[config.mk]
export PLATFORM = sky130hd
export DESIGN_NAME = cbsc_top
export DESIGN_NICKNAME = d
export VERILOG_FILES = /design/src/rtl/cbsc_pkg.sv /design/src/rtl/cbsc_top.sv
export SDC_FILE = /design/constraint.sdc
export NUM_CORES = 1
export LEC_CHECK = 0
export BUFFER_PORTS_ARGS = -buffer_cell sky130_fd_sc_hd__buf_2
export CORE_MARGIN = 2
export CORE_UTILIZATION = 52
export CTS_BUF_LIST = sky130_fd_sc_hd__clkbuf_16
export DETAILED_ROUTE_END_ITERATION = 6
export PLACE_DENSITY = 0.8
export SKIP_LAST_GASP = 1
export SYNTH_ARGS = -nofsm -noshare
export SYNTH_HDL_FRONTEND = slang
export SYNTH_SLANG_ARGS = --single-unit
[constraint.sdc]
create_clock -name mclk -period 2 [get_ports mclk]
set_clock_uncertainty 0.15 [all_clocks]
set_input_delay 0.2 -clock mclk [delete_from_list [all_inputs] [get_ports mclk]]
set_output_delay 0.2 -clock mclk [all_outputs]
set_load 0.05 [all_outputs]
[src/rtl/cbsc_pkg.sv]
// Package: constants and carriers for the counter bus strobe control
package cbsc_pkg;
  localparam int DATA_W = 8;
  localparam int ADDR_W = 16;
  localparam int ADDR_SEL_BIT = 5;
  localparam int FILTER_BIT = 0;
  localparam int COUNT_W = 8;
  localparam int DISP_DEPTH = 16;
  localparam int DISP_AW = 4;
  localparam logic [7:0] RST_BYTE = 8'h00;
  localparam logic [1:0] RST_DIV = 2'h0;
  localparam logic [3:0] RST_DISP_PTR = 4'h0;
  localparam logic RST_BIT = 1'b0;
  localparam logic RST_BIT_HI = 1'b1;

  // Synchronised processor strobes, as raw pin levels
  typedef struct packed {
    logic disp_wr;
    logic cnt_rd_n;
    logic src_wr_n;
    logic tim_rd_n;
    logic tim_wr_n;
    logic divh_n;
    logic divl_n;
    logic pd_wr_n;
    logic pd_rd_n;
    logic kbd_n;
    logic dac_n;
    logic pwr_n;
  } cbsc_strobe_t;

  // Data bus pin pair
  typedef struct packed {
    logic [DATA_W-1:0] dout;
    logic oe;
  } cbsc_dbus_t;
endpackage : cbsc_pkg

[src/rtl/cbsc_top.sv]
// Strobe decode and peripheral actions of the frequency counter processor bus
import cbsc_pkg::*;

//Contract
// - Display write stores; low shows RAM
// - Counter read drives A or B, bit5
// - Counter write sets count source flip-flop
// - Timing read drives timing data
// - Timing write clocks input register
// - High load rising edge loads divider high
// - Low load rising edge loads divider low
// - Power write low starts detection
// - Power write high picks filter bit0
// - Power read drives detector result
// - Keypad strobe drives keyboard data
// - Analog load latches DAC buffer
// - Keypad or interface pulls interrupt
// - Direct gate enables main gate
// - IF gate enables counter A/B
// - Oscillator select steps with counters
// - Main gate clear pulse to amplifier
// - Direct outputs divide by two, four
// - Power strobe enables trigger decoder
module cbsc_top import cbsc_pkg::*; (
  input wire logic mclk,
  input wire logic arst_n,
  input wire logic [ADDR_W-1:0] address_bus,
  input wire logic [DATA_W-1:0] data_in,
  output logic [DATA_W-1:0] data_out,
  output logic data_oe,
  input wire logic display_ram_write,
  input wire logic count_read_n,
  input wire logic count_source_write_n,
  input wire logic timing_read_n,
  input wire logic timing_write_n,
  input wire logic divider_high_load_n,
  input wire logic divider_low_load_n,
  input wire logic power_detect_write_n,
  input wire logic power_detect_read_n,
  input wire logic keypad_read_n,
  input wire logic analog_out_load_n,
  input wire logic display_blank_reset_n,
  input wire logic trigger_decoder_enable_n,
  input wire logic interface_card_select_n,
  input wire logic direct_in,
  input wire logic if_in,
  input wire logic [DATA_W-1:0] keypad_code,
  input wire logic [DATA_W-1:0] power_level,
  input wire logic key_pending,
  input wire logic interface_irq,
  input wire logic gate_open,
  output logic [DATA_W-1:0] display_data,
  output logic display_blank,
  output logic [DATA_W-1:0] analog_out,
  output logic [2*DATA_W-1:0] divide_n,
  output logic [DATA_W-1:0] timing_reg,
  output logic count_source_if,
  output logic detect_active,
  output logic narrow_filter,
  output logic interrupt_request_n,
  output logic direct_gate_n,
  output logic if_gate_n,
  output logic oscillator_select,
  output logic main_gate_clear,
  output logic direct_div2,
  output logic direct_div4,
  output logic trigger_enable,
  output logic interface_enable
);

  // Two-stage synchronisers for strobe, address, data and misc pins; gate_open, keypad_code and power_level are used raw
  cbsc_strobe_t s1_r, s2_r, s3_r, s_nxt;
  logic [ADDR_W-1:0] a1_r, a2_r;
  logic [DATA_W-1:0] d1_r, d2_r;
  logic [5:0] m1_r, m2_r, m_nxt;

  always_comb begin
    s_nxt = '{display_ram_write, count_read_n, count_source_write_n, timing_read_n,
      timing_write_n, divider_high_load_n, divider_low_load_n, power_detect_write_n,
      power_detect_read_n, keypad_read_n, analog_out_load_n, trigger_decoder_enable_n};
    m_nxt = {display_blank_reset_n, interface_card_select_n, direct_in, if_in,
      key_pending, interface_irq};
  end

  always_ff @(posedge mclk or negedge arst_n) begin
    if (!arst_n) begin
      // Idle pin levels, so no false strobe edge follows reset
      s1_r <= '{disp_wr: RST_BIT, default: RST_BIT_HI};
      s2_r <= '{disp_wr: RST_BIT, default: RST_BIT_HI};
      s3_r <= '{disp_wr: RST_BIT, default: RST_BIT_HI};
      a1_r <= '0;
      a2_r <= '0;
      d1_r <= RST_BYTE;
      d2_r <= RST_BYTE;
      m1_r <= {RST_BIT_HI, RST_BIT_HI, {4{RST_BIT}}};
      m2_r <= {RST_BIT_HI, RST_BIT_HI, {4{RST_BIT}}};
    end else begin
      s1_r <= s_nxt;
      s2_r <= s1_r;
      s3_r <= s2_r;
      a1_r <= address_bus;
      a2_r <= a1_r;
      d1_r <= data_in;
      d2_r <= d1_r;
      m1_r <= m_nxt;
      m2_r <= m1_r;
    end
  end

  function automatic logic rise(input logic prev, input logic cur);
    rise = !prev && cur;
  endfunction

  function automatic logic fall(input logic prev, input logic cur);
    fall = prev && !cur;
  endfunction

  logic blank_n, sel_n, dir_s, if_s, key_s, ifc_irq_s;
  assign {blank_n, sel_n, dir_s, if_s, key_s, ifc_irq_s} = m2_r;

  // Register state
  logic [DATA_W-1:0] disp_mem [DISP_DEPTH];
  logic [DISP_AW-1:0] wptr_r, wptr_nxt, rptr_r, rptr_nxt;
  logic [DATA_W-1:0] disp_r, disp_nxt, dac_r, dac_nxt, tim_r, tim_nxt;
  logic [DATA_W-1:0] nhi_r, nhi_nxt, nlo_r, nlo_nxt, dout_r, dout_nxt;
  logic [COUNT_W-1:0] cnta_r, cnta_nxt, cntb_r, cntb_nxt;
  logic src_r, src_nxt, narrow_r, narrow_nxt, det_r, det_nxt, oe_r, oe_nxt;
  logic blank_r, blank_nxt, irq_n_r, irq_n_nxt, osc_r, osc_nxt;
  logic dgate_n_r, dgate_n_nxt, igate_n_r, igate_n_nxt, clr_r, clr_nxt;
  logic gate_r, gate_nxt, trig_r, trig_nxt, ifce_r, ifce_nxt, dir_prev_r, dir_prev_nxt;
  logic [1:0] div_r, div_nxt;
  logic cnt_in, cin_prev_r, cin_prev_nxt;
  logic [DISP_AW-1:0] waddr;

  always_comb begin
    wptr_nxt = wptr_r;
    waddr = wptr_r;
    rptr_nxt = rptr_r;
    disp_nxt = disp_r;
    dac_nxt = dac_r;
    tim_nxt = tim_r;
    nhi_nxt = nhi_r;
    nlo_nxt = nlo_r;
    src_nxt = src_r;
    narrow_nxt = narrow_r;
    det_nxt = det_r;
    blank_nxt = blank_r;
    cnta_nxt = cnta_r;
    cntb_nxt = cntb_r;
    div_nxt = div_r;
    dir_prev_nxt = dir_s;
    gate_nxt = gate_open;
    // RAM fill while high, scan while low
    if (s2_r.disp_wr) begin
      // First byte of a fill lands at the start of RAM
      if (rise(s3_r.disp_wr, s2_r.disp_wr)) waddr = RST_DISP_PTR;
      wptr_nxt = waddr + 4'h1;
    end else begin
      rptr_nxt = rptr_r + 4'h1;
      disp_nxt = disp_mem[rptr_r];
    end
    blank_nxt = !blank_n;
    if (fall(s3_r.src_wr_n, s2_r.src_wr_n)) src_nxt = d2_r[0];
    if (fall(s3_r.tim_wr_n, s2_r.tim_wr_n)) tim_nxt = d2_r;
    // Divider high bits on rising edge
    if (rise(s3_r.divh_n, s2_r.divh_n)) nhi_nxt = d2_r;
    // Divider low bits on rising edge
    if (rise(s3_r.divl_n, s2_r.divl_n)) nlo_nxt = d2_r;
    det_nxt = !s2_r.pd_wr_n;
    // Filter choice while power write high
    if (s2_r.pd_wr_n) narrow_nxt = d2_r[FILTER_BIT];
    if (fall(s3_r.dac_n, s2_r.dac_n)) dac_nxt = d2_r;
    // Direct divide by two and four
    if (rise(dir_prev_r, dir_s)) div_nxt = div_r + 2'h1;
    // Gate routes to counter A or B by oscillator select
    cnt_in = src_r ? if_s : div_r[1];
    cin_prev_nxt = cnt_in;
    if (gate_r && rise(cin_prev_r, cnt_in)) begin
      if (osc_r) cntb_nxt = cntb_r + 8'h01;
      else cnta_nxt = cnta_r + 8'h01;
    end
    clr_nxt = gate_open && !gate_r;
    if (clr_nxt) begin
      cnta_nxt = RST_BYTE;
      cntb_nxt = RST_BYTE;
    end
  end

  always_comb begin
    dout_nxt = RST_BYTE;
    oe_nxt = 1'b1;
    // Counter read by address bit five
    if (!s2_r.cnt_rd_n) dout_nxt = a2_r[ADDR_SEL_BIT] ? cntb_r : cnta_r;
    else if (!s2_r.tim_rd_n) dout_nxt = tim_r;
    else if (!s2_r.pd_rd_n) dout_nxt = power_level;
    else if (!s2_r.kbd_n) dout_nxt = keypad_code;
    else oe_nxt = 1'b0;
    irq_n_nxt = !(key_s || ifc_irq_s);
    dgate_n_nxt = !(gate_open && !src_r);
    igate_n_nxt = !(gate_open && src_r);
    osc_nxt = clr_nxt ? !osc_r : osc_r;
    trig_nxt = !s2_r.pwr_n;
    ifce_nxt = !sel_n;
  end

  always_ff @(posedge mclk) begin
    if (s2_r.disp_wr) disp_mem[waddr] <= d2_r;
  end

  always_ff @(posedge mclk or negedge arst_n) begin
    if (!arst_n) begin
      wptr_r <= RST_DISP_PTR;
      rptr_r <= RST_DISP_PTR;
      {disp_r, dac_r, tim_r, nhi_r, nlo_r, dout_r} <= {6{RST_BYTE}};
      {cnta_r, cntb_r} <= {2{RST_BYTE}};
      {src_r, narrow_r, det_r, oe_r, osc_r, clr_r} <= {6{RST_BIT}};
      {gate_r, trig_r, ifce_r, dir_prev_r, cin_prev_r} <= {5{RST_BIT}};
      {blank_r, irq_n_r, dgate_n_r, igate_n_r} <= {4{RST_BIT_HI}};
      div_r <= RST_DIV;
    end else begin
      wptr_r <= wptr_nxt;
      rptr_r <= rptr_nxt;
      disp_r <= disp_nxt;
      dac_r <= dac_nxt;
      tim_r <= tim_nxt;
      nhi_r <= nhi_nxt;
      nlo_r <= nlo_nxt;
      dout_r <= dout_nxt;
      cnta_r <= cnta_nxt;
      cntb_r <= cntb_nxt;
      src_r <= src_nxt;
      narrow_r <= narrow_nxt;
      det_r <= det_nxt;
      oe_r <= oe_nxt;
      osc_r <= osc_nxt;
      clr_r <= clr_nxt;
      gate_r <= gate_nxt;
      trig_r <= trig_nxt;
      ifce_r <= ifce_nxt;
      dir_prev_r <= dir_prev_nxt;
      cin_prev_r <= cin_prev_nxt;
      blank_r <= blank_nxt;
      irq_n_r <= irq_n_nxt;
      dgate_n_r <= dgate_n_nxt;
      igate_n_r <= igate_n_nxt;
      div_r <= div_nxt;
    end
  end

  assign data_out = dout_r;
  assign data_oe = oe_r;
  assign display_data = disp_r;
  assign display_blank = blank_r;
  assign analog_out = dac_r;
  assign divide_n = {nhi_r, nlo_r};
  assign timing_reg = tim_r;
  assign count_source_if = src_r;
  assign detect_active = det_r;
  assign narrow_filter = narrow_r;
  assign interrupt_request_n = irq_n_r;
  assign direct_gate_n = dgate_n_r;
  assign if_gate_n = igate_n_r;
  assign oscillator_select = osc_r;
  assign main_gate_clear = clr_r;
  assign direct_div2 = div_r[0];
  assign direct_div4 = div_r[1];
  assign trigger_enable = trig_r;
  assign interface_enable = ifce_r;

  a_timing_load: assert property (@(posedge mclk) disable iff (!arst_n)
    $fell(s2_r.tim_wr_n) |=> tim_r == $past(d2_r)) else $error("timing load");
  a_div_high: assert property (@(posedge mclk) disable iff (!arst_n)
    $rose(s2_r.divh_n) |=> divide_n[15:8] == $past(d2_r)) else $error("div high");
  a_div_low: assert property (@(posedge mclk) disable iff (!arst_n)
    $rose(s2_r.divl_n) |=> divide_n[7:0] == $past(d2_r)) else $error("div low");
  a_detect_lvl: assert property (@(posedge mclk) disable iff (!arst_n)
    !s2_r.pd_wr_n |=> detect_active) else $error("detect");
  a_dac_latch: assert property (@(posedge mclk) disable iff (!arst_n)
    $fell(s2_r.dac_n) |=> analog_out == $past(d2_r)) else $error("dac");
  a_count_read: assert property (@(posedge mclk) disable iff (!arst_n)
    !s2_r.cnt_rd_n |=> data_oe) else $error("count read");
  a_blank_hold: assert property (@(posedge mclk) disable iff (!arst_n)
    !blank_n |=> display_blank) else $error("blank");
  a_irq_key: assert property (@(posedge mclk) disable iff (!arst_n)
    key_s |=> !interrupt_request_n) else $error("irq");
  a_clear_pulse: assert property (@(posedge mclk) disable iff (!arst_n)
    main_gate_clear |=> !main_gate_clear) else $error("clear");
endmodule // cbsc_top

; Word level (Yosys, flattened, before mapping)
; Memories as Yosys holds them, arrays and structs flattened. A register that Yosys moved wholly into a read port is not among the register bits.
; Index checks and enable logic that the tools add are counted.
; Widths: inputs -> output; s select.
[totals]
output_inout_bits = 62
input_bits = 61
latchBits = 0
wordCells = 126
ram_bits = 128
ff_bits = 151
memories = 1
romBits = 0
[memory_table]
columns = memory, words, width, read_ports, rd_clocked_by_memory_dff, wr, line_no
row1 = disp_mem, 16, 8, 1, 1, 1, cbsc_top.sv:122  ; logic [DATA_W-1:0] disp_mem [DISP_DEPTH];
[op_classes]
bitwise_logic = 0
div = 0
eq_ne = 1
muxes = 21
order_cmp = 0
n_mul = 0
n_addsub = 5
reduce_logical = 37
shifts = 0
[ops]
columns = cell, count
row1 = $mux 8, 11
row2 = $logic_not 1->1, 20
row3 = $add 8x1->8 const B, 2
row4 = $logic_and 1x1->1, 12
row5 = $mux 4, 3
row6 = $add 4x1->4 const B, 2
row7 = $mux 1, 7
row8 = $reduce_and 2->1, 2
row9 = $reduce_bool 2->1, 2
row10 = $add 2x1->2 const B, 1
row11 = $ne 2x1->1 const B, 1
row12 = $logic_or 1x1->1, 1

; Longest topological paths before layout
; Gate-level depths: netlist of the first run.
[logic_depth]
word_depth = 5
mapped_depth = 7
depth_no_buf = 5

; Worst setup path before layout of the first run
; No wires, ideal clock.
[synth_path]
kind = register to register
startpoint = register wptr_r[0]
endpoint = memory disp_mem[3][0] (enable)
required_time_ns = 1.455
slack_ns = -0.119
period_less_slack_ns = 2.119
stages_incl_launch_ff = 4
setup_ns = 0.395
arrival_ns = 1.574
cell_sequence = dfrtp_1 > clkbuf_1 > nand2_1 > nor4_1
[synth_via]
elab_chain_cells = 3
[synth_rtl]
columns = item, line_no
row1 = from (decl), cbsc_top.sv:123  ; logic [DISP_AW-1:0] wptr_r, wptr_nxt, rptr_r, rptr_nxt;
row2 = from (signal assigned), cbsc_top.sv:221  ; wptr_r <= wptr_nxt;
row3 = $mux 4, cbsc_top.sv:156  ; if (rise(s3_r.disp_wr, s2_r.disp_wr)) waddr = RST_DISP_PTR;
row4 = $mux 4, cbsc_top.sv:154  ; if (s2_r.disp_wr) begin
row5 = $mux 4 (*), cbsc_top.sv:154
row6 = to (decl), cbsc_top.sv:122
; Mark *: on every way between the ends. The rest lies on a longest branch, timed or not. The select of a mux whose other input is x is not followed.

==> impl_metrics.py, run 1 <==
metrics = {
    "detailed_routing": {
        "drt_iter0_drc": 402,
        "num_vias": 5813,
        "route.antenna.remaining_nets": 0,
        "drt_wl_total_mm": 21.4,
        "wl_per_cell_microns": 20.4,
        "remaining_drc_errors": 0,
        "dr.pass1.iters": 4,
        "detail_route.vias_per_cell": 5.54,
    },
    "critical_path": {
        "crit_start": "rptr_r[1]",
        "crit_path_cell_trace": "buf_12 -> mux4_2 -> o22ai_1 -> a211oi_1 -> a21o_1",
        "crit_fanout": 19,
        "critPathRequiredTime_ns": 2.26,
        "cp-start-kind": "flop",
        "rr_worst_depth": 5,
        "worstSetupPathType": "reg2reg",
        "reg2reg_to": "display_data[5]",
        "arrival_ns": 2.20,
        "worstSetupEndpoint": "display_data[5]",
        "r2r_start": "rptr_r[1]",
        "regToRegSetupSlack_ns": 0.07,
        "endpoint_kind": "flop",
        "slowest_delay_ns": 0.56,
        "crit_slowest_cell": "mux4_2",
    },
    "power": {
        "netSwitchingFraction_pct": 30.4,
        "p_per_area_nw_per_um2": 1220,
        "power_frac_comb_pct": 24.4,
        "p_leak_uw": 0.00509,
        "switchingPower_uw": 4630,
        "p_seq_share_pct": 44.9,
        "p_int_uw": 10600,
        "peakVddDrop_v": 0.000963,
        "clkPwrFrac_pct": 30.7,
    },
    "synthesis": {
        "async_flop_share_pct": 53.8,
        "yosysSeqAreaShare_pct": 73.7,
        "syn_area_per_cell_sq_um": 17.3,
        "synth_cells": 596,
        "ys_types": 49,
        "syn-num-nets": 660,
        "ys_ff_latch": 277,
        "ys_warn_count": 0,
        "synth_edf_count": 128,
        "synth_area_sq_um": 10300,
        "synthFlopType": "edfxtp_1",
    },
    "timing": {
        "fmax_mhz": 518,
        "fin_crit_sh_pct": 96.5,
        "timing.hold.ws_ns": 0.0304,
        "final.min_clock_period_ns": 1.93,
        "rsz0062_at_grt": "false",
        "setup_viol_count_final": 0,
        "tightest_slew_ns": 0.793,
        "hold_viol": 0,
        "relSlewSlack_pct": 47.2,
        "report.final.slew_viol_count": 0,
    },
    "final_layout": {
        "syn_to_final_growth_pct": 21.0,
        "layout_commonest_cell": "edfxtp_1",
        "reg_top3": "disp_mem (128), s1_r (12), s2_r (12)",
        "largest_register": "disp_mem",
        "fin_nets": 830,
        "n_antenna_cell": 0,
        "design_area_sq_um": 12500,
        "largest_reg_flops": 128,
        "layout_common_cells": "128 x edfxtp_1, 114 x dfrtp_1, 106 x buf_2",
        "drive_gt1_share_pct": 38.0,
    },
    "grt": {
        "grt-ovfl-total": 0,
        "grt_use_met1_pct": 27.1,
        "grt_busiest_layer": "met2",
        "grtUsageMet3_pct": 4.47,
        "grt_max_degree": 51,
        "grt_usage_pct": 20.9,
        "grt_pass1_wl_mm": 34.2,
        "use_met2_pct": 36.1,
        "grt_pass1_vias": 6192,
        "grt_antenna_before_repair": 0,
    },
    "clock_network": {
        "clock_latency_ns": 0.52,
        "root_buffer": "clkbuf_16",
        "cts.path.max_buffers": 3,
        "cts_tree": "yes",
        "cts_buffers": 27,
        "clock_sinks": 277,
        "clk_pin_slew_ns": 0.06,
        "cts_max_level": 1,
        "post_cts_buffers": 0,
    },
    "place": {
        "post-dp-hpwl_mm": 13.4,
        "dpl-instance-area_sq_um": 11400,
        "place_congestion": 0.818,
        "portBuffers": 107,
    },
    "min_path": {
        "min_path_cells": 4,
        "hold_class": "in2reg",
    },
    "run": {
        "maxCapViolations": 0,
    },
    "floorplanning": {
        "core_sq_um": 19500,
        "io_pins": 123,
        "die_w_microns": 145,
        "die_y_microns": 145,
        "start_util_pct": 53.1,
        "rows": 51,
        "dieArea_sq_um": 21000,
    },
    "status": {
        "outcome": "completed",
    },
}
## metal layers
layer,wire length (microns),vias to the layer above,part of all wire (%)
met5,0,-,0
met4,375,0,1.8
met3,1360,34,6.4
met2,11000,197,51
met1,8710,3017,41
li1,-,2565,-
## power by group through the flow
stage	combinational, uW	sequential, uW	clock (uW)
2_1_floorplan	1940	7620	0
3_3_place_gp	3550	6890	0
3_5_place_dp	3640	6920	0
4_1_cts	3720	6830	4770
5_1_grt	3940	6880	5000
6_report	3710	6830	4670
## critical path: cells and delay by family (launching register included)
kind	cells	cell delay, ns
DFF	1	0.41
AOI/OAI and AO/OA	3	0.48
muxes	1	0.56
buffers and inverters	1	0.22
## worst min path at each step
stage	startpoint	end	slack [ns]
floorplan	arst_n	a1_r[5]	-0.25
global placement	arst_n	s2_r[11]	0.01
detailed placement	arst_n	s2_r[11]	0.02
CTS	keypad_code[0]	data_out[0]	0.006
global route	keypad_code[0]	data_out[0]	0.04
finish	keypad_code[0]	data_out[0]	0.03
## cells in the mapped netlist (4+ instances only)
| library cell | count | area (sq um) |
|---|---|---|
| a211oi_1 | 8 | 60.1 |
| a21o_1 | 16 | 120 |
| a21oi_1 | 18 | 90.1 |
| and3_1 | 4 | 25.0 |
| buf_1 | 4 | 15.0 |
| buf_2 | 7 | 35.0 |
| buf_6 | 5 | 56.3 |
| clkbuf_1 | 13 | 48.8 |
| dfrtp_1 | 114 | 2850 |
| dfstp_2 | 35 | 920 |
| edfxtp_1 | 128 | 3840 |
| inv_1 | 6 | 22.5 |
| mux2_2 | 36 | 405 |
| mux2i_1 | 19 | 190 |
| mux4_2 | 32 | 721 |
| nand2_1 | 19 | 71.3 |
| nand2b_1 | 11 | 68.8 |
| nand4_1 | 5 | 31.3 |
| nor2_1 | 37 | 139 |
| nor2b_1 | 12 | 75.1 |
| nor3_1 | 4 | 20.0 |
| nor4_1 | 4 | 25.0 |
| o21ai_0 | 5 | 25.0 |
| o22ai_1 | 8 | 50.1 |
| xnor2_1 | 8 | 70.1 |
| xor2_1 | 4 | 35.0 |
## cells by family after synthesis
group / count (synthesis) / share of synthesized area, %
flip-flops: 277 / 73.7
AND/OR/NAND/NOR: 111 / 5.87
multiplexers: 88 / 12.9
AO/OA/AOI/OAI: 66 / 4.19
buffers and inverters: 39 / 1.97
XOR/XNOR: 12 / 1.02
adder cells (fa/ha/maj): 3 / 0.363
## metrics by stage
step           power [uW]  std cells  utilization (%)  setup WS (ns)  TNS [ns]
2_1_floorplan        9550        596                -        -0.0238    -0.191
3_3_place_gp        10400        971             58.4          0.111         0
3_5_place_dp        10600        971             58.4         0.0771         0
4_1_cts             15300       1050             64.2         0.0148         0
5_1_grt             15800       1050             64.3        0.00332         0
6_report            15200       1050             64.3         0.0693         0
## layout make-up
cell class              count  area (sq um)
flip-flops and latches    277          7620
fillers                  1285          6960
multi-input cells         280          2540
repair buffers            173          1160
clock buffers              28           701
well taps                 265           332
clock inverters            20           120
inverters                   7          28.8
## timing repair
action / 4_1_cts / 5_1_grt
hold endpoints to repair: 165 / 0
setup endpoints to repair: 0 / 2
resized for setup: 0 / 2
hold buffers: 31 / 0
Power figures use the tool's default switching activity.
==> inputs of run 2 (changes only) <==
==> constraint.sdc (replaced) <==
create_clock -name mclk -period 2 [get_ports mclk]
set_clock_uncertainty 0.15 [all_clocks]
set_input_delay 0.3 -clock mclk [delete_from_list [all_inputs] [get_ports mclk]]
set_output_delay 0.3 -clock mclk [all_outputs]
set_load 0.05 [all_outputs]
==> impl_metrics.py, run 2 (same netlist as run 1, synthesis figures left out) <==
metrics = {
    "status": {
        "outcome": "completed",
    },
    "detailed_routing": {
        "top_layer": "met4",
        "route.antenna.remaining_nets": 0,
        "num_vias": 5731,
        "wl_met1_mm": 8.66,
        "drt_iter0_drc": 387,
        "wl_met2_mm": 11.4,
        "drt_wl_total_mm": 21.8,
        "wl_per_cell_microns": 20.7,
        "remaining_drc_errors": 0,
        "wl_met3_mm": 1.34,
        "detail_route.vias_per_cell": 5.46,
        "dr.pass1.iters": 5,
    },
    "clock_network": {
        "clk_pin_slew_ns": 0.06,
        "root_buffer": "clkbuf_16",
        "cts.path.max_buffers": 3,
        "cts_buffers": 27,
        "cts_tree": "yes",
        "cts_max_level": 1,
        "clock_latency_ns": 0.53,
        "clock_sinks": 277,
    },
    "floorplanning": {
        "die_w_microns": 145,
        "die_y_microns": 145,
        "dieArea_sq_um": 21000,
        "io_pins": 123,
        "start_util_pct": 53.1,
        "rows": 51,
        "core_sq_um": 19500,
    },
    "grt": {
        "grt-ovfl-total": 0,
        "grt_max_degree": 59,
        "grt_antenna_before_repair": 0,
        "grt_usage_pct": 21.3,
        "grt_pass1_wl_mm": 34.9,
        "grt_pass1_vias": 6286,
    },
    "final_layout": {
        "largest_register": "disp_mem",
        "fin_nets": 827,
        "post-route-util_pct": 64.4,
        "syn_to_final_growth_pct": 21.3,
        "fill_cells": 1292,
        "reg_top3": "disp_mem (128), s1_r (12), s2_r (12)",
        "final-seq-area_sq_um": 7620,
        "layout_commonest_cell": "edfxtp_1",
        "n_antenna_cell": 0,
        "design_area_sq_um": 12500,
        "multi_input_comb_area_sq_um": 2530,
        "drive_gt1_share_pct": 38.0,
        "layout_common_cells": "128 x edfxtp_1, 112 x dfrtp_1, 106 x buf_2",
        "largest_reg_flops": 128,
    },
    "power": {
        "switchingPower_uw": 4650,
        "p_per_area_nw_per_um2": 1230,
        "p_int_uw": 10800,
        "power_frac_comb_pct": 23.7,
        "p_leak_uw": 0.00510,
        "p_total_uw": 15400,
        "p_seq_share_pct": 44.3,
        "netSwitchingFraction_pct": 30.2,
        "peakVddDrop_v": 0.00106,
        "clkPwrFrac_pct": 31.9,
    },
    "timing": {
        "final.min_clock_period_ns": 1.94,
        "setup_ws_ns": 0.0594,
        "hold_viol": 0,
        "fin_crit_sh_pct": 97.0,
        "relSlewSlack_pct": 45.8,
        "rsz0062_at_grt": "false",
        "report.final.slew_viol_count": 0,
        "fmax_mhz": 515,
        "timing.hold.ws_ns": 0.0578,
        "tightest_slew_ns": 0.813,
        "setup_viol_count_final": 0,
    },
    "critical_path": {
        "critPathBufInv": 1,
        "crit_cells": 5,
        "crit_slowest_cell": "mux4_2",
        "endpoint_kind": "flop",
        "worstSetupEndpoint": "display_data[5]",
        "regToRegSetupSlack_ns": 0.06,
        "slowest_delay_ns": 0.56,
        "r2r_start": "rptr_r[2]",
        "rr_worst_depth": 5,
        "crit_path_cell_trace": "buf_12 -> mux4_2 -> mux2i_1 -> a211oi_1 -> a21o_1",
        "crit_fanout": 24,
        "worstSetupPathType": "reg2reg",
        "reg2reg_to": "display_data[5]",
        "crit_family": "multiplexers",
        "cp-start-kind": "flop",
        "crit_start": "rptr_r[2]",
        "critPathRequiredTime_ns": 2.26,
        "arrival_ns": 2.20,
    },
    "place": {
        "dpl-instance-area_sq_um": 11400,
        "place_ws_ns": 0.0413,
        "post-dp-hpwl_mm": 13.4,
        "place_congestion": 0.845,
        "portBuffers": 107,
    },
    "run": {
        "maxCapViolations": 0,
    },
    "min_path": {
        "min_from": "power_level[6]",
        "hold_class": "in2reg",
    },
}
-- run 2: worst register-to-register path, cell delays in order (launching register included) --
cell and delay [ns]:
dfrtp_1 0.37, buf_12 0.22, mux4_2 0.58, mux2i_1 0.24
a211oi_1 0.11, a21o_1 0.16
-- run 2: layer usage --
metal | GRT usage (%) | vias up
li1 | - | 2549
met1 | 27.7 | 2959
met2 | 37.4 | 191
met3 | 4.34 | 32
met4 | 4.75 | 0
met5 | 0 | -
-- run 2: worst min-delay path by stage --
stage,end,slack (ns),cells past startpoint
after floorplan,a1_r[5],-0.15,0
after global placement,s2_r[11],0.14,1
after detailed placement,nhi_r[7],0.16,1
after CTS,data_out[6],0.05,5
after global routing,data_out[7],0.08,4
final,data_out[6],0.06,5
-- run 2: repair_timing --
item / in CTS / in global routing
buffers inserted: 0 / 0
gates resized for setup: 0 / 4
endpoints found under the setup margin: 0 / 12
hold buffers: 29 / 0
hold endpoints to repair: 82 / 0
-- run 2: power by group through the flow --
| stage | Sequential [uW] | Combinational, uW | Clock [uW] |
|---|---|---|---|
| global route | 6890 | 3880 | 5260 |
| global placement | 6890 | 3530 | 0 |
| floorplan | 7620 | 1940 | 0 |
| CTS | 6830 | 3690 | 5000 |
| detailed placement | 6930 | 3620 | 0 |
| finish | 6830 | 3650 | 4920 |
-- run 2: cell type report --
cell class                 instances  share of cell area, %
sequential                       277                   60.8
multi-input combinational        280                   20.2
timing repair buffer             170                   9.21
clock buffer                      27                   5.39
tap                              265                   2.65
clock inverter                    23                   1.52
inverter                           7                  0.230
-- run 2: through the flow --
step	instances	setup TNS, ns
4_1_cts	1049	0
5_1_grt	1049	0
2_1_floorplan	596	-0.191
3_3_place_gp	970	0
6_report	1049	0
3_5_place_dp	970	0
